===== config.mk =====
export PLATFORM = sky130hd
export DESIGN_NAME = hams_top
export DESIGN_NICKNAME = d
export VERILOG_FILES = /design/src/hams_pkg.sv /design/src/hams_rsp_if.sv /design/src/hams_tx_build.sv /design/src/hams_top.sv
export SDC_FILE = /design/constraint.sdc
export NUM_CORES = 1
export LEC_CHECK = 0
export BUFFER_PORTS_ARGS = -buffer_cell sky130_fd_sc_hd__clkbuf_2
export CORE_MARGIN = 2
export CORE_UTILIZATION = 53
export DETAILED_ROUTE_END_ITERATION = 8
export GPL_TIMING_DRIVEN = 0
export PLACE_DENSITY = 0.81
export SYNTH_ARGS = -nofsm -noshare
export SYNTH_HDL_FRONTEND = slang
export SYNTH_SLANG_ARGS = --single-unit

===== constraint.sdc =====
create_clock -name SYS_CLK_I -period 2.66 [get_ports SYS_CLK_I]
set_clock_uncertainty 0.05 [all_clocks]
set_input_delay 0.133 -clock SYS_CLK_I [delete_from_list [all_inputs] [get_ports SYS_CLK_I]]
set_output_delay 0.133 -clock SYS_CLK_I [all_outputs]
set_load 0.03 [all_outputs]

===== src/hams_pkg.sv =====
package hams_pkg;
  // Operating mode codes from the two mode select bits.
  localparam logic [1:0] HAMS_MODE_AUTO  = 2'h0;
  localparam logic [1:0] HAMS_MODE_NAUTO = 2'h1;
  localparam logic [1:0] HAMS_MODE_TR0   = 2'h2;
  localparam logic [1:0] HAMS_MODE_TR1   = 2'h3;
  // Group addresses accepted in the high byte in every mode except transparent mode 0.
  localparam logic [7:0] HAMS_GRP_ADDR_A = 8'hFC;
  localparam logic [7:0] HAMS_GRP_ADDR_B = 8'hFE;
  // Control bytes of generated responses.
  localparam logic [7:0] HAMS_CTL_RR_RSP = 8'h11;
  localparam logic [7:0] HAMS_CTL_I_RSP  = 8'h10;
  // Field positions inside the control byte.
  localparam int HAMS_POLL_BIT = 4;
  // Command byte range bounds.
  localparam logic [3:0] HAMS_CMD_PREP_HI = 4'hA;
  localparam logic [3:0] HAMS_CMD_ACK_LO  = 4'hD;
  localparam logic [3:0] HAMS_CMD_ACK_HI  = 4'hE;
  // Fixed fields of the control response byte.
  localparam logic [1:0] HAMS_CRB_TOP     = 2'h2;
  localparam logic [1:0] HAMS_CRB_MID     = 2'h0;
  // Response kinds handed to the transmitter.
  typedef enum logic [3:0] {
    HAMS_RSP_NONE = 4'b0001,
    HAMS_RSP_RR   = 4'b0010,
    HAMS_RSP_CTL  = 4'b0100,
    HAMS_RSP_DATA = 4'b1000
  } hams_rsp_t;
  // Receive frame classes.
  typedef enum logic [3:0] {
    HAMS_FR_I    = 4'b0001,
    HAMS_FR_RR   = 4'b0010,
    HAMS_FR_EXT  = 4'b0100,
    HAMS_FR_NONE = 4'b1000
  } hams_frame_t;
endpackage : hams_pkg


===== src/hams_rsp_if.sv =====
// Carries a response request from the frame decoder to the response builder.
interface hams_rsp_if;
  import hams_pkg::*;
  logic       req;       // One-cycle request for a response.
  hams_rsp_t  kind;      // Which response is wanted.
  logic [7:0] crb;       // Control response byte.
  modport src (output req, output kind, output crb);
  modport dst (input req, input kind, input crb);
endinterface : hams_rsp_if


===== src/hams_tx_build.sv =====
// Emits the header bytes of a response frame one per cycle with ready_i set; the framer adds flags and CRC.
module hams_tx_build
  import hams_pkg::*;
(
  input  wire logic       clk_i,
  input  wire logic       rst_n_i,
  input  wire logic       two_byte_i,  // Two-byte address in use.
  input  wire logic [7:0] addr1_i,     // Transmit address byte 1.
  input  wire logic [7:0] addr2_i,     // Transmit address byte 2.
  input  wire logic       ready_i,     // Framer takes a byte.
  hams_rsp_if.dst         rsp,
  output logic            valid_o,     // Byte on data_o is valid.
  output logic [7:0]      data_o,      // Header byte.
  output logic            last_o,      // Last generated byte.
  output logic            payload_o,   // Transmit FIFO data follows.
  output logic            busy_o       // Response in progress.
);
  logic [2:0] idx_q;   // Byte index within the header.
  logic [2:0] cnt_q;   // Number of header bytes.
  hams_rsp_t  kind_q;  // Latched response kind.
  logic [7:0] crb_q;   // Latched control response byte.
  logic [7:0] bytes [0:3];
  logic [2:0] a_off;   // Offset of the control byte.
  assign a_off    = two_byte_i ? 3'd2 : 3'd1;
  assign bytes[0] = addr1_i;
  assign bytes[1] = two_byte_i ? addr2_i : ((kind_q == HAMS_RSP_RR) ? HAMS_CTL_RR_RSP : HAMS_CTL_I_RSP);
  assign bytes[2] = two_byte_i ? ((kind_q == HAMS_RSP_RR) ? HAMS_CTL_RR_RSP : HAMS_CTL_I_RSP) : crb_q;
  assign bytes[3] = crb_q;
  assign data_o    = bytes[idx_q[1:0]];
  assign valid_o   = busy_o;
  assign last_o    = busy_o && (idx_q == cnt_q - 3'd1);
  assign payload_o = (kind_q == HAMS_RSP_DATA);

  // Latch a request and step through the header bytes.
  always_ff @(posedge clk_i or negedge rst_n_i) begin
    if (!rst_n_i) begin
      busy_o <= 1'b0;
      idx_q  <= 3'd0;
      cnt_q  <= 3'd0;
      kind_q <= HAMS_RSP_NONE;
      crb_q  <= 8'h00;
    end else if (rsp.req && !busy_o) begin
      busy_o <= 1'b1;
      idx_q  <= 3'd0;
      kind_q <= rsp.kind;
      crb_q  <= rsp.crb;
      // Address, control, and the control response byte when asked.
      cnt_q  <= a_off + ((rsp.kind == HAMS_RSP_CTL) ? 3'd2 : 3'd1);
    end else if (busy_o && ready_i) begin
      if (last_o) begin
        busy_o <= 1'b0;
      end else begin
        idx_q <= idx_q + 3'd1;
      end
    end
  end
endmodule : hams_tx_build


===== src/hams_top.sv =====
// Auto-mode secondary station frame handler: address filter, control decode,
// command byte interpretation and automatic response selection.
module hams_top
  import hams_pkg::*;
(
  input  wire logic       SYS_CLK_I,
  input  wire logic       RESETN_I,
  input  wire logic       MODE_SELECT_HI_I,     // Upper mode select bit.
  input  wire logic       MODE_SELECT_LO_I,     // Lower mode select bit.
  input  wire logic       TWO_BYTE_ADDR_I,      // Two-byte address field.
  input  wire logic [7:0] LOW_ADDR_COMPARE_1_I,
  input  wire logic [7:0] LOW_ADDR_COMPARE_2_I,
  input  wire logic [7:0] HIGH_ADDR_COMPARE_1_I,
  input  wire logic [7:0] HIGH_ADDR_COMPARE_2_I,
  input  wire logic [7:0] TX_ADDR_BYTE_1_I,
  input  wire logic [7:0] TX_ADDR_BYTE_2_I,
  input  wire logic       AUTO_REPEAT_ENABLE_I,
  input  wire logic       TRANSMIT_DIRECT_CMD_I,   // Pulse: direct data loaded.
  input  wire logic       TRANSMIT_PREPARED_CMD_I, // Pulse: prepared data loaded.
  input  wire logic       RX_OVERFLOW_INDICATION_I,
  input  wire logic       RX_VALID_I,          // Received byte strobe.
  input  wire logic [7:0] RX_DATA_I,           // Received byte.
  input  wire logic       RX_END_I,            // Frame end pulse.
  input  wire logic       RX_CRC_ERR_I,        // With RX_END_I: bad CRC.
  input  wire logic       RX_ABORT_I,          // With RX_END_I: aborted.
  input  wire logic       TX_READY_I,          // Framer takes a header byte.
  output logic            RX_STORE_VALID_O,    // Byte to the receive FIFO.
  output logic [7:0]      RX_STORE_DATA_O,
  output logic            RX_STORE_END_O,      // Status byte follows.
  output logic [7:0]      RX_FRAME_STATUS_BYTE_O,
  output logic            RX_DROP_O,           // Discard bytes stored for this frame.
  output logic            EXTENDED_FRAME_IRQ_O,
  output logic [7:0]      RX_CONTROL_FIELD_HOLD_O,
  output logic            TX_POOL_READY_IRQ_O,
  output logic            TX_MESSAGE_REPEAT_IRQ_O,
  output logic            TX_FIFO_CLEAR_O,
  output logic            TX_VALID_O,
  output logic [7:0]      TX_DATA_O,
  output logic            TX_LAST_O,
  output logic            TX_PAYLOAD_O,        // Transmit FIFO data follows header.
  output logic            AUTO_MODE_O
);
  // Frame byte position, frame state.
  logic [2:0]  pos_q;          // Bytes seen, saturating.
  logic [7:0]  hi_q;           // First address byte.
  logic [7:0]  ctl_q;          // Control byte.
  logic [7:0]  cmd_q;          // First data byte.
  logic        have_cmd_q;     // A command byte was received.
  logic        proto_q;        // Address selects auto protocol.
  logic        match_q;        // Any valid address match.
  logic        direct_q;       // Direct data loaded, unacknowledged.
  logic        prepared_q;     // Prepared data loaded.
  logic        sent_q;         // A data frame has gone out.
  hams_rsp_if  rsp ();
  logic        rsp_req_q;
  hams_rsp_t   rsp_kind_q;
  logic        tx_busy;
  logic        tx_valid, tx_last, tx_pay;
  logic [7:0]  tx_data;

  // Mode decode.
  wire logic [1:0] mode     = {MODE_SELECT_HI_I, MODE_SELECT_LO_I};
  wire logic       auto_m   = (mode == HAMS_MODE_AUTO);
  wire logic       two_b    = TWO_BYTE_ADDR_I && (mode != HAMS_MODE_TR1);
  wire logic [2:0] a_len    = two_b ? 3'd2 : 3'd1;
  wire logic       in_addr  = RX_VALID_I && (pos_q < a_len);
  wire logic       last_a   = RX_VALID_I && (pos_q == a_len - 3'd1);
  wire logic       in_ctl   = RX_VALID_I && (pos_q == a_len);
  wire logic       in_cmd   = RX_VALID_I && (pos_q == a_len + 3'd1);

  // Address comparison on the final address byte.
  wire logic [7:0] hb      = two_b ? hi_q : RX_DATA_I;
  wire logic       hi_1    = (hb == HIGH_ADDR_COMPARE_1_I);
  wire logic       hi_oth  = (hb == HIGH_ADDR_COMPARE_2_I) || (hb == HAMS_GRP_ADDR_A) ||
                             (hb == HAMS_GRP_ADDR_B);
  wire logic       lo_1    = (RX_DATA_I == LOW_ADDR_COMPARE_1_I);
  wire logic       lo_2    = (RX_DATA_I == LOW_ADDR_COMPARE_2_I);
  wire logic       lo_any  = lo_1 || lo_2;
  wire logic       hi_any  = hi_1 || hi_oth;
  // Transparent mode 1 checks the high byte alone.
  wire logic       m_tr1   = (mode == HAMS_MODE_TR1) && hi_any;
  wire logic       m_two   = two_b && hi_any && lo_any;
  wire logic       m_one   = !two_b && (mode != HAMS_MODE_TR1) && lo_any;
  wire logic       m_any   = (mode != HAMS_MODE_TR0) && (m_tr1 || m_two || m_one);
  wire logic       m_prot  = auto_m && lo_1 && (!two_b || hi_1);

  // Control byte classification.
  wire logic       poll    = ctl_q[HAMS_POLL_BIT];
  wire hams_frame_t fcls   = !ctl_q[0] ? HAMS_FR_I :
                             (ctl_q[1:0] == 2'b01) ? HAMS_FR_RR : HAMS_FR_EXT;
  wire logic [3:0] cmd_hi  = cmd_q[7:4];
  wire logic       cmd_prep = have_cmd_q && (cmd_hi == HAMS_CMD_PREP_HI);
  wire logic       cmd_ack  = have_cmd_q && (cmd_hi >= HAMS_CMD_ACK_LO) &&
                              (cmd_hi <= HAMS_CMD_ACK_HI);
  wire logic       cmd_store = !cmd_prep && !cmd_ack;
  wire logic       bad_end   = RX_CRC_ERR_I || RX_ABORT_I;
  wire logic       prot_ok   = proto_q && match_q;
  // Frames stored: matches not under protocol control, and protocol I-frames that are ordinary or damaged.
  wire logic       store_fr  = match_q && (!proto_q ||
                               (fcls == HAMS_FR_I && (cmd_store || bad_end)));
  // Control response byte; with no DMA path here its layout never changes.
  wire logic [7:0] crb = {HAMS_CRB_TOP, 1'b1, AUTO_REPEAT_ENABLE_I, HAMS_CRB_MID,
                          !RX_OVERFLOW_INDICATION_I, 1'b1};
  // Decision on a frame end under protocol control; all but ext_fr need a good end.
  wire logic       ev_end   = RX_END_I && prot_ok && !bad_end;
  wire logic       ev_rr    = ev_end && (fcls == HAMS_FR_RR);
  wire logic       ev_i     = ev_end && (fcls == HAMS_FR_I);
  wire logic       rr_poll  = ev_rr && poll;
  wire logic       rr_ack   = ev_rr && !poll;
  wire logic       i_poll   = ev_i && poll;
  wire logic       ext_fr   = RX_END_I && prot_ok && (fcls == HAMS_FR_EXT);
  wire logic       repoll   = sent_q && ((rr_poll && direct_q) || (i_poll && cmd_prep && prepared_q));
  wire logic       ack_prep = ev_i && cmd_ack && prepared_q;
  // Response selection; only polls start one.
  wire hams_rsp_t  sel_kind = rr_poll ? (direct_q ? HAMS_RSP_DATA : HAMS_RSP_RR) :
                              (cmd_prep && prepared_q) ? HAMS_RSP_DATA :
                              HAMS_RSP_CTL;
  wire logic       want_rsp = (rr_poll || i_poll) && !tx_busy;

  assign rsp.req  = rsp_req_q;
  assign rsp.kind = rsp_kind_q;
  assign rsp.crb  = crb;

  hams_tx_build u_tx (
    .clk_i      (SYS_CLK_I),
    .rst_n_i    (RESETN_I),
    .two_byte_i (TWO_BYTE_ADDR_I),
    .addr1_i    (TX_ADDR_BYTE_1_I),
    .addr2_i    (TX_ADDR_BYTE_2_I),
    .ready_i    (TX_READY_I),
    .rsp        (rsp.dst),
    .valid_o    (tx_valid),
    .data_o     (tx_data),
    .last_o     (tx_last),
    .payload_o  (tx_pay),
    .busy_o     (tx_busy)
  );

  // Frame position and header capture.
  always_ff @(posedge SYS_CLK_I or negedge RESETN_I) begin
    if (!RESETN_I) begin
      pos_q      <= 3'd0;
      hi_q       <= 8'h00;
      ctl_q      <= 8'h00;
      cmd_q      <= 8'h00;
      have_cmd_q <= 1'b0;
      proto_q    <= 1'b0;
      match_q    <= 1'b0;
    end else if (RX_END_I) begin
      pos_q      <= 3'd0;  // Next frame starts fresh.
      have_cmd_q <= 1'b0;
      match_q    <= 1'b0;
      proto_q    <= 1'b0;
    end else if (RX_VALID_I) begin
      if (pos_q != 3'd7) begin
        pos_q <= pos_q + 3'd1;
      end
      if (in_addr && !last_a) begin
        hi_q <= RX_DATA_I;
      end
      if (last_a) begin
        match_q <= m_any || m_prot;
        proto_q <= m_prot;
      end
      if (in_ctl) begin
        ctl_q <= RX_DATA_I;
      end
      if (in_cmd) begin
        cmd_q      <= RX_DATA_I;
        have_cmd_q <= 1'b1;
      end
    end
  end

  // Receive store path: bytes flow once the address matched. Protocol frames
  // that turn out not to be stored are dropped by RX_DROP_O at frame end.
  always_ff @(posedge SYS_CLK_I or negedge RESETN_I) begin
    if (!RESETN_I) begin
      RX_STORE_VALID_O       <= 1'b0;
      RX_STORE_DATA_O        <= 8'h00;
      RX_STORE_END_O         <= 1'b0;
      RX_FRAME_STATUS_BYTE_O <= 8'h00;
      RX_DROP_O              <= 1'b0;
    end else begin
      RX_STORE_VALID_O <= RX_VALID_I && !in_addr && match_q && !(proto_q && fcls != HAMS_FR_I && !in_ctl);
      RX_STORE_DATA_O  <= RX_DATA_I;
      RX_STORE_END_O   <= RX_END_I && store_fr;
      RX_DROP_O        <= RX_END_I && match_q && !store_fr;
      if (RX_END_I) begin
        RX_FRAME_STATUS_BYTE_O <= {RX_CRC_ERR_I, RX_ABORT_I, 6'h00};
      end
    end
  end

  // Transmit data state: window of one outstanding frame.
  always_ff @(posedge SYS_CLK_I or negedge RESETN_I) begin
    if (!RESETN_I) begin
      direct_q   <= 1'b0;
      prepared_q <= 1'b0;
      sent_q     <= 1'b0;
    end else begin
      if (rr_ack || ack_prep) begin
        direct_q   <= 1'b0;
        prepared_q <= 1'b0;
        sent_q     <= 1'b0;
      end else if (want_rsp && sel_kind == HAMS_RSP_DATA) begin
        sent_q <= 1'b1;
      end
      // A new load wins over an acknowledge in the same cycle.
      if (TRANSMIT_DIRECT_CMD_I) begin
        direct_q <= 1'b1;
      end
      if (TRANSMIT_PREPARED_CMD_I) begin
        prepared_q <= 1'b1;
      end
    end
  end

  // Response request and events toward the CPU.
  always_ff @(posedge SYS_CLK_I or negedge RESETN_I) begin
    if (!RESETN_I) begin
      rsp_req_q               <= 1'b0;
      rsp_kind_q              <= HAMS_RSP_NONE;
      EXTENDED_FRAME_IRQ_O    <= 1'b0;
      RX_CONTROL_FIELD_HOLD_O <= 8'h00;
      TX_POOL_READY_IRQ_O     <= 1'b0;
      TX_MESSAGE_REPEAT_IRQ_O <= 1'b0;
      TX_FIFO_CLEAR_O         <= 1'b0;
      AUTO_MODE_O             <= 1'b0;
    end else begin
      rsp_req_q  <= want_rsp;
      rsp_kind_q <= sel_kind;
      AUTO_MODE_O <= auto_m;
      EXTENDED_FRAME_IRQ_O <= ext_fr;
      if (ext_fr) begin
        RX_CONTROL_FIELD_HOLD_O <= ctl_q;
      end
      TX_POOL_READY_IRQ_O <= rr_ack || ack_prep;
      TX_FIFO_CLEAR_O     <= rr_ack || ack_prep;
      // A repeated poll without auto repeat asks the CPU to reload.
      TX_MESSAGE_REPEAT_IRQ_O <= repoll && !AUTO_REPEAT_ENABLE_I;
    end
  end

  // Header bytes to the framer.
  always_ff @(posedge SYS_CLK_I or negedge RESETN_I) begin
    if (!RESETN_I) begin
      TX_VALID_O   <= 1'b0;
      TX_DATA_O    <= 8'h00;
      TX_LAST_O    <= 1'b0;
      TX_PAYLOAD_O <= 1'b0;
    end else begin
      TX_VALID_O   <= tx_valid && TX_READY_I;
      TX_DATA_O    <= tx_data;
      TX_LAST_O    <= tx_last && TX_READY_I;
      TX_PAYLOAD_O <= tx_pay && tx_last && TX_READY_I;
    end
  end
endmodule : hams_top


==> flow_summary.toml <==
[status]
status = "complete, no violations"

[critical_path]
required_ns = 2.84
setup.worst_path.end_class = "flop"
r2r_start = "pos_q[0]"
critPathKind = "in -> reg"
critical_path_arrival_ns = 2.64
rr_endpoint = "hi_q[7]"
r2r_cells = 5
worstPathMaxFanout = 9
cp-start-kind = "input port"
r2r_setup_slack_ns = 0.52

[logic_synthesis]
synth_top_family_by_area = "simple AND/OR/NAND/NOR gates"
syn_area_sq_mm = 0.00415
syn_inst = 375
synth_fa_ha_area_frac = 0.0241
ys.flop_type = "dfrtp_1"
ys_types = 52
async_reset_ff_frac = 1.00
synth_compound_area_frac = 0.103
synthMuxAreaShare = 0.109
synth-simple-area-share = 0.128
synth-xor-area-share = 0.0778
avgSynthCellArea_sq_um = 11.1
yosysSeqAreaShare = 0.507
synth-edff-count = 0
synth-warning-count = 0
synth_seq_cells = 84

[global_route]
grt_use_total = 0.233
antenna_found_initial = 0
grt_max_degree = 53
grt_pass1_wl_mm = 15.6
grt_pass1_vias = 3377
grt.overflow.total = 0

[finish]
nets = 598
seq_area_sq_mm = 0.00210
n_antenna_cell = 0
final_common_cell = "clkbuf_2"
layout-drive-gt1-share = 0.328
fin_cells = 627
multi_input_area_sq_mm = 0.00186
area_growth_pct = 27.8
fillers = 585
finalInstanceArea_sq_mm = 0.00530
mostFrequentLayoutCells = "clkbuf_2, dfrtp_1, mux2_2"

[sta]
fmax_ghz = 0.408
setup_tns_ns = 0
setup_violations = 0
final-hold-violation-count = 0
slew_violations = 0
post-route-min-period_ns = 2.45
slew_headroom = 0.581
post-route-period-util = 0.921
rsz0062_at_grt = "no"
worst_pin_slew_ns = 0.628

[power]
switchingPower_mw = 1.26
clkPwrFrac = 0.278
power_frac_seq = 0.458
combPwrFrac = 0.264
p_int_mw = 2.49
peakVddDrop_uv = 333
swShare = 0.336
power.leakage_nw = 2.62
powerDensity_mw_per_mm2 = 706

[drt]
drcViolationCount = 0
vias = 3323
wire_per_inst_um = 15.0
ant_nets = 0
wl_mm = 9.40
dr.pass1.iters = 4
viasPerCell = 5.30
dr.first_iter.drc_count = 121

[clocking]
clock_latency_ns = 0.35
cts_num_sinks = 84
clkSlewWorstSetupHoldPaths_ns = 0.09
cts_resized = 0
cts.path.max_buffers = 2
clockRootBuffer = "clkbuf_8"
cts_tree = "yes"
cts_buffers = 9
htreeDepth = 3

[placement]
placedCellCount = 589
numPortBuffers = 105
hpwl_mm = 6.86
place_area_sq_mm = 0.00485
place_congestion = 0.850

[hold_path]
whs_path_depth = 3
holdCritPathClass = "in -> reg"
hold_start = "TX_ADDR_BYTE_2_I[5]"
hold-path-endpoint = "TX_DATA_O[5]"

[floorplan]
io_pins = 113
die_x_um = 92.5
die_h_um = 92.5
core_sq_mm = 0.00765
initial_core_util = 0.543
dieArea_sq_mm = 0.00855
row_count = 32

[run]
cap_violations = 0
[power by group through the flow]
stage	sequential [mW]	combinational [mW]	clock [mW]
after global placement	1.72	0.923	0
after global routing	1.75	1.09	1.12
after CTS	1.71	0.991	1.05
final	1.72	0.989	1.04
after floorplan	1.82	0.556	0
after detailed placement	1.74	0.964	0
[layer usage]
metal / GRT usage / vias up / wire [um]
met1: 0.296 / 1598 / 4030
met4: 0.102 / 0 / 106
met3: 0.0480 / 12 / 688
met5: 0 / - / 0
li1: - / 1579 / -
met2: 0.386 / 134 / 4580
[cells by family after synthesis]
kind of cell,Yosys count
AO/OA/AOI/OAI,59
XOR/XNOR,36
adder cells (fa/ha/maj),8
buffers and inverters,47
flip-flops,84
multiplexers,40
other,1
AND/OR/NAND/NOR,100
[sequential cells by signal (all words and copies together) (netlist names), 3 cells and up]
name                     cells
RX_CONTROL_FIELD_HOLD_O      8
RX_STORE_DATA_O              8
TX_DATA_O                    8
ctl_q                        8
hi_q                         8
cmd_q                        4
rsp.kind                     4
u_tx.kind_q                  4
pos_q                        3
u_tx.cnt_q                   3
u_tx.crb_q                   3
u_tx.idx_q                   3
[synthesized netlist by cell type, types with 8 or more instances]
library cell  count  share of area
nand4_1          10          0.015
nand2_1          17          0.015
nor2b_1          10          0.015
nor2_1           20          0.018
nand2b_1          8          0.012
mux2_2           33          0.090
buf_4             8          0.014
xnor2_1          20          0.042
o21ai_0          17          0.021
clkbuf_1         14          0.013
a21oi_1          12          0.014
inv_1            24          0.022
nand3_1          10          0.012
dfrtp_1          82           0.49
ha_1              8          0.024
xor2_1           15          0.032
[timing repair]
action,4_1_cts,5_1_grt
hold buffers,22,0
endpoints found under the hold margin,50,0
buffers inserted,0,0
[cell type report]
type                            count  share of cell area
Clock inverter                      7              0.0198
Buffer                             22              0.0212
Sequential cell                    84               0.397
Clock buffer                        9              0.0234
Inverter                           25              0.0177
Timing Repair Buffer              128               0.146
Multi-Input combinational cell    250               0.351
Tap cell                          102              0.0241
[critical path: stages]
cell and delay [ns]:
dlygate4sd3_1 0.54, clkbuf_2 0.14, a21boi_4 0.17, inv_2 0.11, ha_1 0.32, nor3_1 0.37
nand3b_1 0.45, mux2_2 0.39
[stage by stage]
step | worst slack, ns | hold WS, ns | util | power (mW)
after floorplan | 0.810 | -0.213 | - | 2.37
after global placement | 0.293 | 0.204 | 0.631 | 2.65
after detailed placement | 0.252 | 0.0886 | 0.635 | 2.70
after CTS | 0.253 | 0.00668 | 0.694 | 3.76
after global routing | 0.0895 | 0.0131 | 0.694 | 3.95
final | 0.209 | 0.0151 | 0.694 | 3.75
[worst max path at each step]
stage / from / end / depth (start not counted)
6_report: MODE_SELECT_LO_I / hi_q[7] / 8
5_1_grt: MODE_SELECT_LO_I / hi_q[1] / 8
4_1_cts: MODE_SELECT_LO_I / hi_q[6] / 8
3_5_place_dp: TWO_BYTE_ADDR_I / hi_q[6] / 7
3_3_place_gp: TWO_BYTE_ADDR_I / hi_q[5] / 7
2_1_floorplan: pos_q[0] / hi_q[0] / 5
(Power assumes the default switching activity.)
